File: src/inc/rcp_pkg.sv
// constants and helper functions of the receive cell processor
// Summary of operation
// - fifo clear bit set empties the four-cell fifo and drops writes until cleared
// - payload descrambled when descramble-disable is zero, passed raw when one
// - coset enable adds x^6+x^4+x^2+1 to the check octet before comparing
// - header-error pass zero drops uncorrectable cells, one writes them anyway
// - header-error pass one keeps the header checker in correction mode
// - all cells dropped while delineation is in hunt or presync
// - correction-disable zero corrects single-bit header errors while the checker is in correction mode
// - correction-disable one treats every header error as uncorrectable
// - filter pass zero drops cells matching the idle or unassigned filter
// - filter pass one disables the filter entirely
// - reset values drop cells whose vpi and vci are all zero
// - parity output is even parity when parity type is one, odd when zero
// - status bit reads one in hunt or presync, zero in sync
// - overrun flag latched, cleared by reading the event register
// - uncorrectable header flag latched, cleared by reading the event register
// - correctable header flag latched, cleared by reading the event register
// - delineation flag set on presync-to-sync and sync-to-hunt, cleared on read
// - overrun raises the request only with its enable set
// - header errors raise the request only with their enable set
// - delineation change raises the request only with its enable set
// - filter compares gfc, pti and clp bits whose mask bit is one
package rcp_pkg;
  // register map
  localparam logic [7:0] RCP_CTRL_ADDR    = 8'h50;
  localparam logic [7:0] RCP_EVT_ADDR     = 8'h51;
  localparam logic [7:0] RCP_PATTERN_ADDR = 8'h52;
  localparam logic [7:0] RCP_MASK_ADDR    = 8'h53;
  // control register fields
  localparam int RCP_FIFO_CLR_BIT  = 0;
  localparam int RCP_DSCR_DIS_BIT  = 1;
  localparam int RCP_COSET_BIT     = 2;
  localparam int RCP_HCS_PASS_BIT  = 3;
  localparam int RCP_CORR_DIS_BIT  = 4;
  localparam int RCP_FILT_PASS_BIT = 5;
  localparam int RCP_PAR_TYPE_BIT  = 6;
  localparam int RCP_LOST_BIT      = 7;
  localparam logic [7:0] RCP_CTRL_RESET = 8'h04;
  localparam logic [7:0] RCP_CTRL_WMASK = 8'h7f;
  // event register fields
  localparam int RCP_OVR_FLAG   = 1;
  localparam int RCP_UHCS_FLAG  = 2;
  localparam int RCP_CHCS_FLAG  = 3;
  localparam int RCP_DELIN_FLAG = 4;
  localparam int RCP_OVR_EN     = 5;
  localparam int RCP_HCS_EN     = 6;
  localparam int RCP_DELIN_EN   = 7;
  localparam logic [7:0] RCP_EVT_RESET = 8'h00;
  localparam logic [7:0] RCP_EVT_EMASK = 8'he0;
  localparam logic [7:0] RCP_EVT_FMASK = 8'h1e;
  localparam logic [7:0] RCP_MATCH_RESET = 8'h00;
  // cell format and delineation thresholds
  localparam logic [5:0] RCP_HCS_IDX   = 6'h04;
  localparam logic [5:0] RCP_HDR_BYTES = 6'h05;
  localparam logic [5:0] RCP_CELL_LAST = 6'h34;
  localparam logic [2:0] RCP_ALPHA     = 3'h7;
  localparam logic [2:0] RCP_DELTA     = 3'h6;
  localparam logic [7:0] RCP_COSET     = 8'h55;
  localparam logic [7:0] RCP_CRC_POLY  = 8'h07;
  localparam int RCP_MEM_WORDS = 256;

  typedef enum logic [1:0] {
    RCP_HUNT    = 2'h0,
    RCP_PRESYNC = 2'h1,
    RCP_SYNC    = 2'h2
  } rcp_delin_type;

  typedef enum logic {
    RCP_CORR = 1'h0,
    RCP_DET  = 1'h1
  } rcp_check_type;

  // crc-8 of four header octets, msb first
  function automatic logic [7:0] rcp_crc8(input logic [31:0] hdr);
    logic [7:0] c;
    c = 8'h00;
    for (int i = 31; i >= 0; i--) begin
      c = {c[6:0], 1'b0} ^ ((c[7] ^ hdr[i]) ? RCP_CRC_POLY : 8'h00);
    end
    return c;
  endfunction

  // single-bit error pattern for a syndrome, zero when none fits
  function automatic logic [39:0] rcp_err_mask(input logic [7:0] syn);
    logic [39:0] v;
    logic [39:0] m;
    m = 40'h0;
    for (int i = 0; i < 40; i++) begin
      v = 40'h1 << i;
      if ((rcp_crc8(v[39:8]) ^ v[7:0]) == syn) begin
        m = v;
      end
    end
    return m;
  endfunction

  // self-synchronous x^43+1 descrambler, one octet msb first
  function automatic logic [50:0] rcp_descramble(input logic [42:0] st, input logic [7:0] din);
    logic [42:0] s;
    logic [7:0]  d;
    s = st;
    d = 8'h00;
    for (int i = 7; i >= 0; i--) begin
      d[i] = din[i] ^ s[42];
      s = {s[41:0], din[i]};
    end
    return {s, d};
  endfunction
endpackage

File: src/core/rcp_cell_memory.sv
// cell payload store of the four-cell receive fifo
`timescale 1ns/1ns
`default_nettype none
module rcp_cell_memory
  import rcp_pkg::*;
(
  // clock
  input  wire logic       ref_clk,
  // write side
  input  wire logic       wr_en,
  input  wire logic [7:0] wr_addr,
  input  wire logic [7:0] wr_data,
  // read side, data one cycle later
  input  wire logic       rd_en,
  input  wire logic [7:0] rd_addr,
  output logic      [7:0] rd_data
);
  logic [7:0] mem_q [RCP_MEM_WORDS];

  // storage with registered read port
  always_ff @(posedge ref_clk) begin
    if (wr_en) begin
      mem_q[wr_addr] <= wr_data;
    end
    if (rd_en) begin
      rd_data <= mem_q[rd_addr];
    end
  end
endmodule
`default_nettype wire

File: src/core/rcp_receive_cell_processor.sv
// receive cell processor: delineation, header check, filter, fifo and registers
`timescale 1ns/1ns
`default_nettype none
module rcp_receive_cell_processor
  import rcp_pkg::*;
(
  // clock and reset
  input  wire logic       ref_clk,
  input  wire logic       reset_n,
  // register port
  input  wire logic [7:0] reg_addr,
  input  wire logic [7:0] reg_wdata,
  input  wire logic       reg_write,
  input  wire logic       reg_read,
  output logic      [7:0] reg_rdata,
  // octet stream from the path
  input  wire logic [7:0] line_data,
  input  wire logic       line_valid,
  // fifo read side
  input  wire logic       receive_read_enable,
  output logic            receive_cell_available,
  output logic      [7:0] receive_data_out,
  output logic            receive_parity_out,
  output logic            receive_start_of_cell,
  output logic            receive_data_valid,
  // event request
  output logic            receive_irq
);
  logic [7:0]    ctrl_q, evt_q, evt_d, set_vec, pattern_q, mask_q, rdata_d;
  rcp_delin_type delin_q, delin_d;
  rcp_check_type check_q, check_d;
  logic [2:0]    cnt_q, cnt_d;
  logic [5:0]    idx_q, idx_d, rd_idx_q, pay_idx, rd_pay_idx;
  logic [31:0]   hist_q;
  logic [42:0]   dscr_q;
  logic [50:0]   dscr_res;
  logic [2:0]    wr_ptr_q, rd_ptr_q;
  logic          live_q, delin_evt;
  logic [7:0]    hdr_q [4][5];
  logic          s1_valid_q, s1_soc_q, s1_hdr_q;
  logic [7:0]    s1_byte_q, mem_rdata, out_byte, dout_d;
  logic [7:0]    syndrome, pay_byte;
  logic [39:0]   err_mask, hdr_fixed;
  logic          receive_fifo_clear, payload_descramble_disable, coset_add_enable;
  logic          header_error_cell_pass, header_correction_disable, filter_pass;
  logic          receive_parity_type, delineation_lost_status;
  logic          wr_ctrl, wr_evt, wr_pat, wr_mask, rd_evt;
  logic          hcs_good, hcs_byte, sync_hcs, correctable, idle_match, accept;
  logic          chcs_evt, uhcs_evt, overrun_evt, take, pay_step, pay_wr, pay_last;
  logic          fifo_empty, fifo_full, rd_go, rd_last;

  // control fields
  assign receive_fifo_clear         = ctrl_q[RCP_FIFO_CLR_BIT];
  assign payload_descramble_disable = ctrl_q[RCP_DSCR_DIS_BIT];
  assign coset_add_enable           = ctrl_q[RCP_COSET_BIT];
  assign header_error_cell_pass     = ctrl_q[RCP_HCS_PASS_BIT];
  assign header_correction_disable  = ctrl_q[RCP_CORR_DIS_BIT];
  assign filter_pass                = ctrl_q[RCP_FILT_PASS_BIT];
  assign receive_parity_type        = ctrl_q[RCP_PAR_TYPE_BIT];
  assign delineation_lost_status    = (delin_q != RCP_SYNC);

  // address decode
  assign wr_ctrl = reg_write && reg_addr == RCP_CTRL_ADDR;
  assign wr_evt  = reg_write && reg_addr == RCP_EVT_ADDR;
  assign wr_pat  = reg_write && reg_addr == RCP_PATTERN_ADDR;
  assign wr_mask = reg_write && reg_addr == RCP_MASK_ADDR;
  assign rd_evt  = reg_read && reg_addr == RCP_EVT_ADDR;

  // read data selection
  always_comb begin
    case (reg_addr)
      RCP_CTRL_ADDR:    rdata_d = {delineation_lost_status, ctrl_q[6:0]};
      RCP_EVT_ADDR:     rdata_d = evt_q;
      RCP_PATTERN_ADDR: rdata_d = pattern_q;
      RCP_MASK_ADDR:    rdata_d = mask_q;
      default:          rdata_d = 8'h00;
    endcase
  end

  // header check on the incoming octet
  assign syndrome  = rcp_crc8(hist_q) ^ line_data ^ (coset_add_enable ? RCP_COSET : 8'h00);
  assign hcs_good  = (syndrome == 8'h00);
  assign hcs_byte  = line_valid && delin_q != RCP_HUNT && idx_q == RCP_HCS_IDX;
  assign sync_hcs  = hcs_byte && delin_q == RCP_SYNC;
  assign err_mask  = rcp_err_mask(syndrome);
  assign correctable = !hcs_good && err_mask != 40'h0 && check_q == RCP_CORR
                       && !header_correction_disable;
  assign hdr_fixed = {hist_q, line_data} ^ (correctable ? err_mask : 40'h0);
  assign chcs_evt  = sync_hcs && correctable;
  assign uhcs_evt  = sync_hcs && !hcs_good && !correctable;

  // idle or unassigned cell filter
  assign idle_match = hdr_fixed[35:12] == 24'h0
                      && ((({hdr_fixed[39:36], hdr_fixed[11:8]} ^ pattern_q) & mask_q) == 8'h00);

  // cell acceptance
  assign accept = sync_hcs
                  && (hcs_good || correctable || header_error_cell_pass)
                  && !(idle_match && !filter_pass)
                  && !receive_fifo_clear;
  assign fifo_empty  = (wr_ptr_q == rd_ptr_q);
  assign fifo_full   = (wr_ptr_q ^ rd_ptr_q) == 3'h4;
  assign overrun_evt = accept && fifo_full;
  assign take        = accept && !fifo_full;

  // payload path
  assign pay_step = line_valid && delin_q != RCP_HUNT && idx_q >= RCP_HDR_BYTES;
  assign dscr_res = rcp_descramble(dscr_q, line_data);
  assign pay_byte = payload_descramble_disable ? line_data : dscr_res[7:0];
  assign pay_wr   = pay_step && live_q && !receive_fifo_clear;
  assign pay_last = pay_wr && idx_q == RCP_CELL_LAST;
  assign pay_idx  = idx_q - RCP_HDR_BYTES;

  // cell delineation machine
  always_comb begin
    delin_d   = delin_q;
    cnt_d     = cnt_q;
    idx_d     = idx_q;
    delin_evt = 1'b0;
    if (line_valid && delin_q != RCP_HUNT) begin
      idx_d = (idx_q == RCP_CELL_LAST) ? 6'h00 : idx_q + 6'h01;
    end
    unique case (delin_q)
      RCP_HUNT: begin
        if (line_valid && hcs_good) begin
          delin_d = RCP_PRESYNC;
          cnt_d   = 3'h0;
          idx_d   = RCP_HDR_BYTES;
        end
      end
      RCP_PRESYNC: begin
        if (hcs_byte && !hcs_good) begin
          delin_d = RCP_HUNT;
        end else if (hcs_byte && cnt_q == RCP_DELTA - 3'h1) begin
          delin_d   = RCP_SYNC;
          cnt_d     = 3'h0;
          delin_evt = 1'b1;
        end else if (hcs_byte) begin
          cnt_d = cnt_q + 3'h1;
        end
      end
      RCP_SYNC: begin
        if (hcs_byte && hcs_good) begin
          cnt_d = 3'h0;
        end else if (hcs_byte && cnt_q == RCP_ALPHA - 3'h1) begin
          delin_d   = RCP_HUNT;
          delin_evt = 1'b1;
        end else if (hcs_byte) begin
          cnt_d = cnt_q + 3'h1;
        end
      end
      default: begin
        delin_d = RCP_HUNT;
      end
    endcase
  end

  // header verification mode
  always_comb begin
    check_d = check_q;
    if (header_error_cell_pass) begin
      check_d = RCP_CORR;
    end else if (sync_hcs) begin
      check_d = hcs_good ? RCP_CORR : RCP_DET;
    end
  end

  // event flags: set wins over the read clear
  always_comb begin
    set_vec                 = 8'h00;
    set_vec[RCP_OVR_FLAG]   = overrun_evt;
    set_vec[RCP_UHCS_FLAG]  = uhcs_evt;
    set_vec[RCP_CHCS_FLAG]  = chcs_evt;
    set_vec[RCP_DELIN_FLAG] = delin_evt;
    evt_d = evt_q;
    if (wr_evt) begin
      evt_d = (evt_q & ~RCP_EVT_EMASK) | (reg_wdata & RCP_EVT_EMASK);
    end
    if (rd_evt) begin
      evt_d = evt_d & ~RCP_EVT_FMASK;
    end
    evt_d = evt_d | set_vec;
  end

  // gated request
  assign receive_irq = (evt_q[RCP_OVR_FLAG] && evt_q[RCP_OVR_EN])
                       || ((evt_q[RCP_UHCS_FLAG] || evt_q[RCP_CHCS_FLAG]) && evt_q[RCP_HCS_EN])
                       || (evt_q[RCP_DELIN_FLAG] && evt_q[RCP_DELIN_EN]);

  // register file
  always_ff @(posedge ref_clk or negedge reset_n) begin
    if (!reset_n) begin
      ctrl_q    <= RCP_CTRL_RESET;
      evt_q     <= RCP_EVT_RESET;
      pattern_q <= RCP_MATCH_RESET;
      mask_q    <= RCP_MATCH_RESET;
      reg_rdata <= 8'h00;
    end else begin
      if (wr_ctrl) begin
        ctrl_q <= reg_wdata & RCP_CTRL_WMASK;
      end
      if (wr_pat) begin
        pattern_q <= reg_wdata;
      end
      if (wr_mask) begin
        mask_q <= reg_wdata;
      end
      evt_q     <= evt_d;
      reg_rdata <= reg_read ? rdata_d : 8'h00;
    end
  end

  // delineation, history and write-side state
  always_ff @(posedge ref_clk or negedge reset_n) begin
    if (!reset_n) begin
      delin_q  <= RCP_HUNT;
      check_q  <= RCP_CORR;
      cnt_q    <= 3'h0;
      idx_q    <= 6'h00;
      hist_q   <= 32'h0;
      dscr_q   <= 43'h0;
      live_q   <= 1'b0;
      wr_ptr_q <= 3'h0;
    end else begin
      delin_q <= delin_d;
      check_q <= check_d;
      cnt_q   <= cnt_d;
      idx_q   <= idx_d;
      if (line_valid) begin
        hist_q <= {hist_q[23:0], line_data};
      end
      if (pay_step) begin
        dscr_q <= dscr_res[50:8];
      end
      if (receive_fifo_clear || delin_d == RCP_HUNT || pay_last) begin
        live_q <= 1'b0;
      end else if (take) begin
        live_q <= 1'b1;
      end
      if (receive_fifo_clear) begin
        wr_ptr_q <= 3'h0;
      end else if (pay_last) begin
        wr_ptr_q <= wr_ptr_q + 3'h1;
      end
    end
  end

  // header store of each fifo slot
  always_ff @(posedge ref_clk) begin
    if (take) begin
      for (int k = 0; k < 5; k++) begin
        hdr_q[wr_ptr_q[1:0]][k] <= hdr_fixed[8 * (4 - k) +: 8];
      end
    end
  end

  // read side
  assign receive_cell_available = !fifo_empty && !receive_fifo_clear;
  assign rd_go      = receive_read_enable && receive_cell_available;
  assign rd_last    = rd_idx_q == RCP_CELL_LAST;
  assign rd_pay_idx = rd_idx_q - RCP_HDR_BYTES;
  assign out_byte   = s1_hdr_q ? s1_byte_q : mem_rdata;
  assign dout_d     = s1_valid_q ? out_byte : 8'h00; // parity follows the driven octet

  rcp_cell_memory u_mem (
    .ref_clk (ref_clk),
    .wr_en   (pay_wr),
    .wr_addr ({wr_ptr_q[1:0], pay_idx}),
    .wr_data (pay_byte),
    .rd_en   (rd_go),
    .rd_addr ({rd_ptr_q[1:0], rd_pay_idx}),
    .rd_data (mem_rdata)
  );

  // read pointer and two-stage output pipeline
  always_ff @(posedge ref_clk or negedge reset_n) begin
    if (!reset_n) begin
      rd_ptr_q              <= 3'h0;
      rd_idx_q              <= 6'h00;
      s1_valid_q            <= 1'b0;
      s1_soc_q              <= 1'b0;
      s1_hdr_q              <= 1'b0;
      s1_byte_q             <= 8'h00;
      receive_data_out      <= 8'h00;
      receive_parity_out    <= 1'b0;
      receive_start_of_cell <= 1'b0;
      receive_data_valid    <= 1'b0;
    end else begin
      if (receive_fifo_clear) begin
        rd_ptr_q <= 3'h0;
        rd_idx_q <= 6'h00;
      end else if (rd_go) begin
        rd_idx_q <= rd_last ? 6'h00 : rd_idx_q + 6'h01;
        rd_ptr_q <= rd_last ? rd_ptr_q + 3'h1 : rd_ptr_q;
      end
      s1_valid_q <= rd_go;
      s1_soc_q   <= rd_go && rd_idx_q == 6'h00;
      s1_hdr_q   <= rd_idx_q < RCP_HDR_BYTES;
      s1_byte_q  <= (rd_idx_q < RCP_HDR_BYTES) ? hdr_q[rd_ptr_q[1:0]][rd_idx_q[2:0]] : 8'h00;
      receive_data_valid    <= s1_valid_q;
      receive_start_of_cell <= s1_soc_q;
      receive_data_out      <= dout_d;
      receive_parity_out    <= receive_parity_type ? ^dout_d : ~^dout_d;
    end
  end
endmodule
`default_nettype wire

File: config.mk
export PLATFORM = sky130hd
export DESIGN_NAME = rcp_receive_cell_processor
export DESIGN_NICKNAME = d
export VERILOG_FILES = /design/src/inc/rcp_pkg.sv /design/src/core/rcp_cell_memory.sv /design/src/core/rcp_receive_cell_processor.sv
export SDC_FILE = /design/constraint.sdc
export NUM_CORES = 2
export LEC_CHECK = 0
export BUFFER_PORTS_ARGS = -buffer_cell sky130_fd_sc_hd__buf_2
export CAP_MARGIN = 25
export CORE_ASPECT_RATIO = 0.7
export CORE_MARGIN = 10
export CORE_UTILIZATION = 50
export DETAILED_ROUTE_END_ITERATION = 10
export PLACE_DENSITY_LB_ADDON = 0.08
export REMOVE_ABC_BUFFERS = 1
export SETUP_SLACK_MARGIN = 0.2
export SLEW_MARGIN = 20
export SYNTH_ARGS = -nofsm -noshare
export SYNTH_HDL_FRONTEND = slang
export SYNTH_SLANG_ARGS = --single-unit
File: constraint.sdc
create_clock -name ref_clk -period 8.7 [get_ports ref_clk]
set_input_delay 1.305 -clock ref_clk [delete_from_list [all_inputs] [get_ports ref_clk]]
set_output_delay 1.305 -clock ref_clk [all_outputs]
set_load 0.02 [all_outputs]
==> qor.yml <==
outcome: "finished clean"
grt_util_all_layers_pct: 23.2
worstSetupStartpointType: "flop"
grt_start_max_net_pins: 193
hold_viol_final: 0
cts_tree: "done"
yosysTopAreaCell: "edfxtp_1"
min_period_ns: 7.11
wl_um: 244000
slowest_delay_ns: 1.00
wl_per_cell_um: 33.4
async_flop_share_pct: 6.73
finClkSkew_ns: 0.0536
yosys.area_share.simple_pct: 2.92
worst_pin_slew_ns: 1.19
ctsResizeCount: 0
synth.area.top_cells: "edfxtp_1 69%, mux4_2 17%, dfrtp_1 4.2%"
crit_chain: "xor3_1 -> xnor3_2 -> xnor3_1 -> xor3_1 -> nand2_1 -> a2111oi_1 -> a21boi_0 -> nor3_1 -> or4_1 -> nor4b_2 -> nand4_1 -> o2111ai_2 -> nor2_4 -> buf_4"
die-area_um2: 210000
initial_core_util_pct: 50.2
clkTransAtPathRegs_ns: 0.06
drive_above_1_share_pct: 27.4
crit_top_cell: "xor3_1"
antenna_found_initial: 22
critPathMaxFanout: 40
drv_slew: 0
yosys.area_share.xor_xnor_pct: 2.14
yosysMostFrequentCell: "edfxtp_1"
vias: 45700
grt_pass1_vias: 45400
slew_headroom_pct: 20.9
drt_iter0_drc: 5568
die_w_um: 543
ys_seq_elements: 2376
synth_fa_ha_area_share_pct: 0.274
crit_slowest_cell: "a2111oi_1"
syn_avg_cell_area_um2: 21.2
dp_hpwl_um: 149000
top_level_ports: 51
nNetsFinal: 4676
worst_slack_ns: 1.59
fmax_mhz: 141
place_congestion: 0.892
io_buffers: 50
synth.top_cell.area_share_pct: 69.5
grt_pass1_wl_um: 348000
synth_compound_area_share_pct: 1.11
hp-class: "reg2reg"
grt_setup_unrepaired: "false"
cts_setup_buffers: 0
cts_hold_buf: 0
pre_cts_ws_ns: 1.75
synth_commonest_cells: "2216 x edfxtp_1, 710 x mux4_2, 324 x nor2_1, 173 x clkbuf_1, 159 x dfrtp_1"
ys_seq_area_share_pct: 73.7
drc_errors: 0
cts_buffer_depth: 4
core_area_um2: 191000
synth_cells: 4512
die_y_um: 386
arrival_ns: 7.61
first_pass_iters: 6
synth_top_family_by_area: "multiplexers"
area.growth.synth_to_final_pct: 10.9
critPathKind: "reg2reg"
cap_violations: 0
rows: 134
ant_nets: 0
ys_warn_count: 0
htreeDepth: 4
setup_viol: 0
numCtsBuffers: 221
syn_area_um2: 95800
synth_edf_count: 2216
cts_sinks: 2376
min_period_over_period_pct: 81.7
end_kind: "flop"
clk_latency_ns: 0.87
clock-root-buffer: "clkbuf_16"
worstPathRequired_ns: 9.20
ys_types: 81
ys.flop_type: "edfxtp_1"
avgViaCountPerCell: 6.26
overflow: 0
r2r_setup_slack_ns: 1.59
synth_mux_area_share_pct: 18.8
==> area by class of cell <==
cell class / instances / area [um^2]
antenna: 2 / 5.00
fill: 14200 / 84400
sequential: 2376 / 70600
multi-input combinational: 1867 / 24500
timing repair buffer: 133 / 1140
tap: 2516 / 3150
clock buffer: 282 / 5870
inverter: 26 / 97.6
clock inverter: 104 / 937
==> cells in the final DEF (no fill, tap or decap), drive strengths merged, types with 9 or more instances in the layout <==
master	n
clkinv	79
a21oi	23
mux2	100
buf	133
and2	9
or4	11
nand2b	14
xnor2	84
o21ai	38
or2	10
nor2b	11
xnor3	23
edfxtp	2216
clkbuf	282
mux4	710
inv	28
ha	21
nor3	43
dfrtp	159
nand2	108
bufinv	18
nand3	26
nor4	28
nor2	325
o22ai	9
xor2	58
mux2i	91
==> path summary, 6_finish.rpt <==
check	from	end	cells after the start
hold reg to reg	s1_soc_q	receive_start_of_cell	0
hold / removal	s1_soc_q	receive_start_of_cell	0
min in group asynchronous	reset_n	receive_data_out[2]	1
setup / recovery	hist_q[29]	hdr_q[0][18]	14
max in group asynchronous	reset_n	wr_ptr_q[1]	2
setup reg to reg	hist_q[29]	hdr_q[0][18]	14
==> critical path, delay by kind of cell, from the launching register on <==
| family | cells | cell delay, ns |
|---|---|---|
| buffers and inverters | 1 | 0.32 |
| and+or+nand+nor | 6 | 1.71 |
| DFF | 1 | 0.61 |
| xor gates and xnor gates | 4 | 2.12 |
| AOI/OAI and AO/OA | 3 | 1.94 |
==> layer usage <==
| metal | part of all wire [%] | wire length (um) | GRT usage (%) |
|---|---|---|---|
| met5 | 0.026 | 63 | 0 |
| met4 | 2.1 | 5230 | 4.77 |
| met3 | 9.6 | 23500 | 6.64 |
| met2 | 43 | 104000 | 32.2 |
| met1 | 46 | 111000 | 36.7 |
==> cells by family after synthesis <==
logic type | count (synthesis)
flip-flops | 2376
AO/OA/AOI/OAI | 151
buffers and inverters | 269
XOR/XNOR | 173
AND/OR/NAND/NOR | 621
multiplexers | 901
adder cells (fa/ha/maj) | 21
==> flip-flops by register name (all words and copies together) (netlist names), 2 cells and up <==
register,count
u_mem.mem_q,2048
hdr_q,160
dscr_q,43
hist_q,32
mask_q,8
pattern_q,8
receive_data_out,8
reg_rdata,8
s1_byte_q,8
u_mem.rd_data,8
ctrl_q,7
evt_q,7
idx_q,6
rd_idx_q,6
cnt_q,3
rd_ptr_q,3
wr_ptr_q,3
delin_q,2
==> through the flow <==
step | utilization [%] | hold slack, ns | instances | area (um^2) | setup TNS (ns)
floorplan | - | 0.331 | 4269 | 94900 | -3662.33
global placement | 52.1 | 0.478 | 6915 | 99300 | 0
detailed placement | 52.1 | 0.488 | 6917 | 99400 | 0
CTS | 55.7 | 0.490 | 7303 | 106000 | 0
global route | 55.7 | 0.505 | 7305 | 106000 | 0
finish | 55.7 | 0.482 | 7306 | 106000 | 0
Power is left out: the tool's default activity adds up to more than one toggle a clock period on the data nets, which glitch-free logic cannot reach.
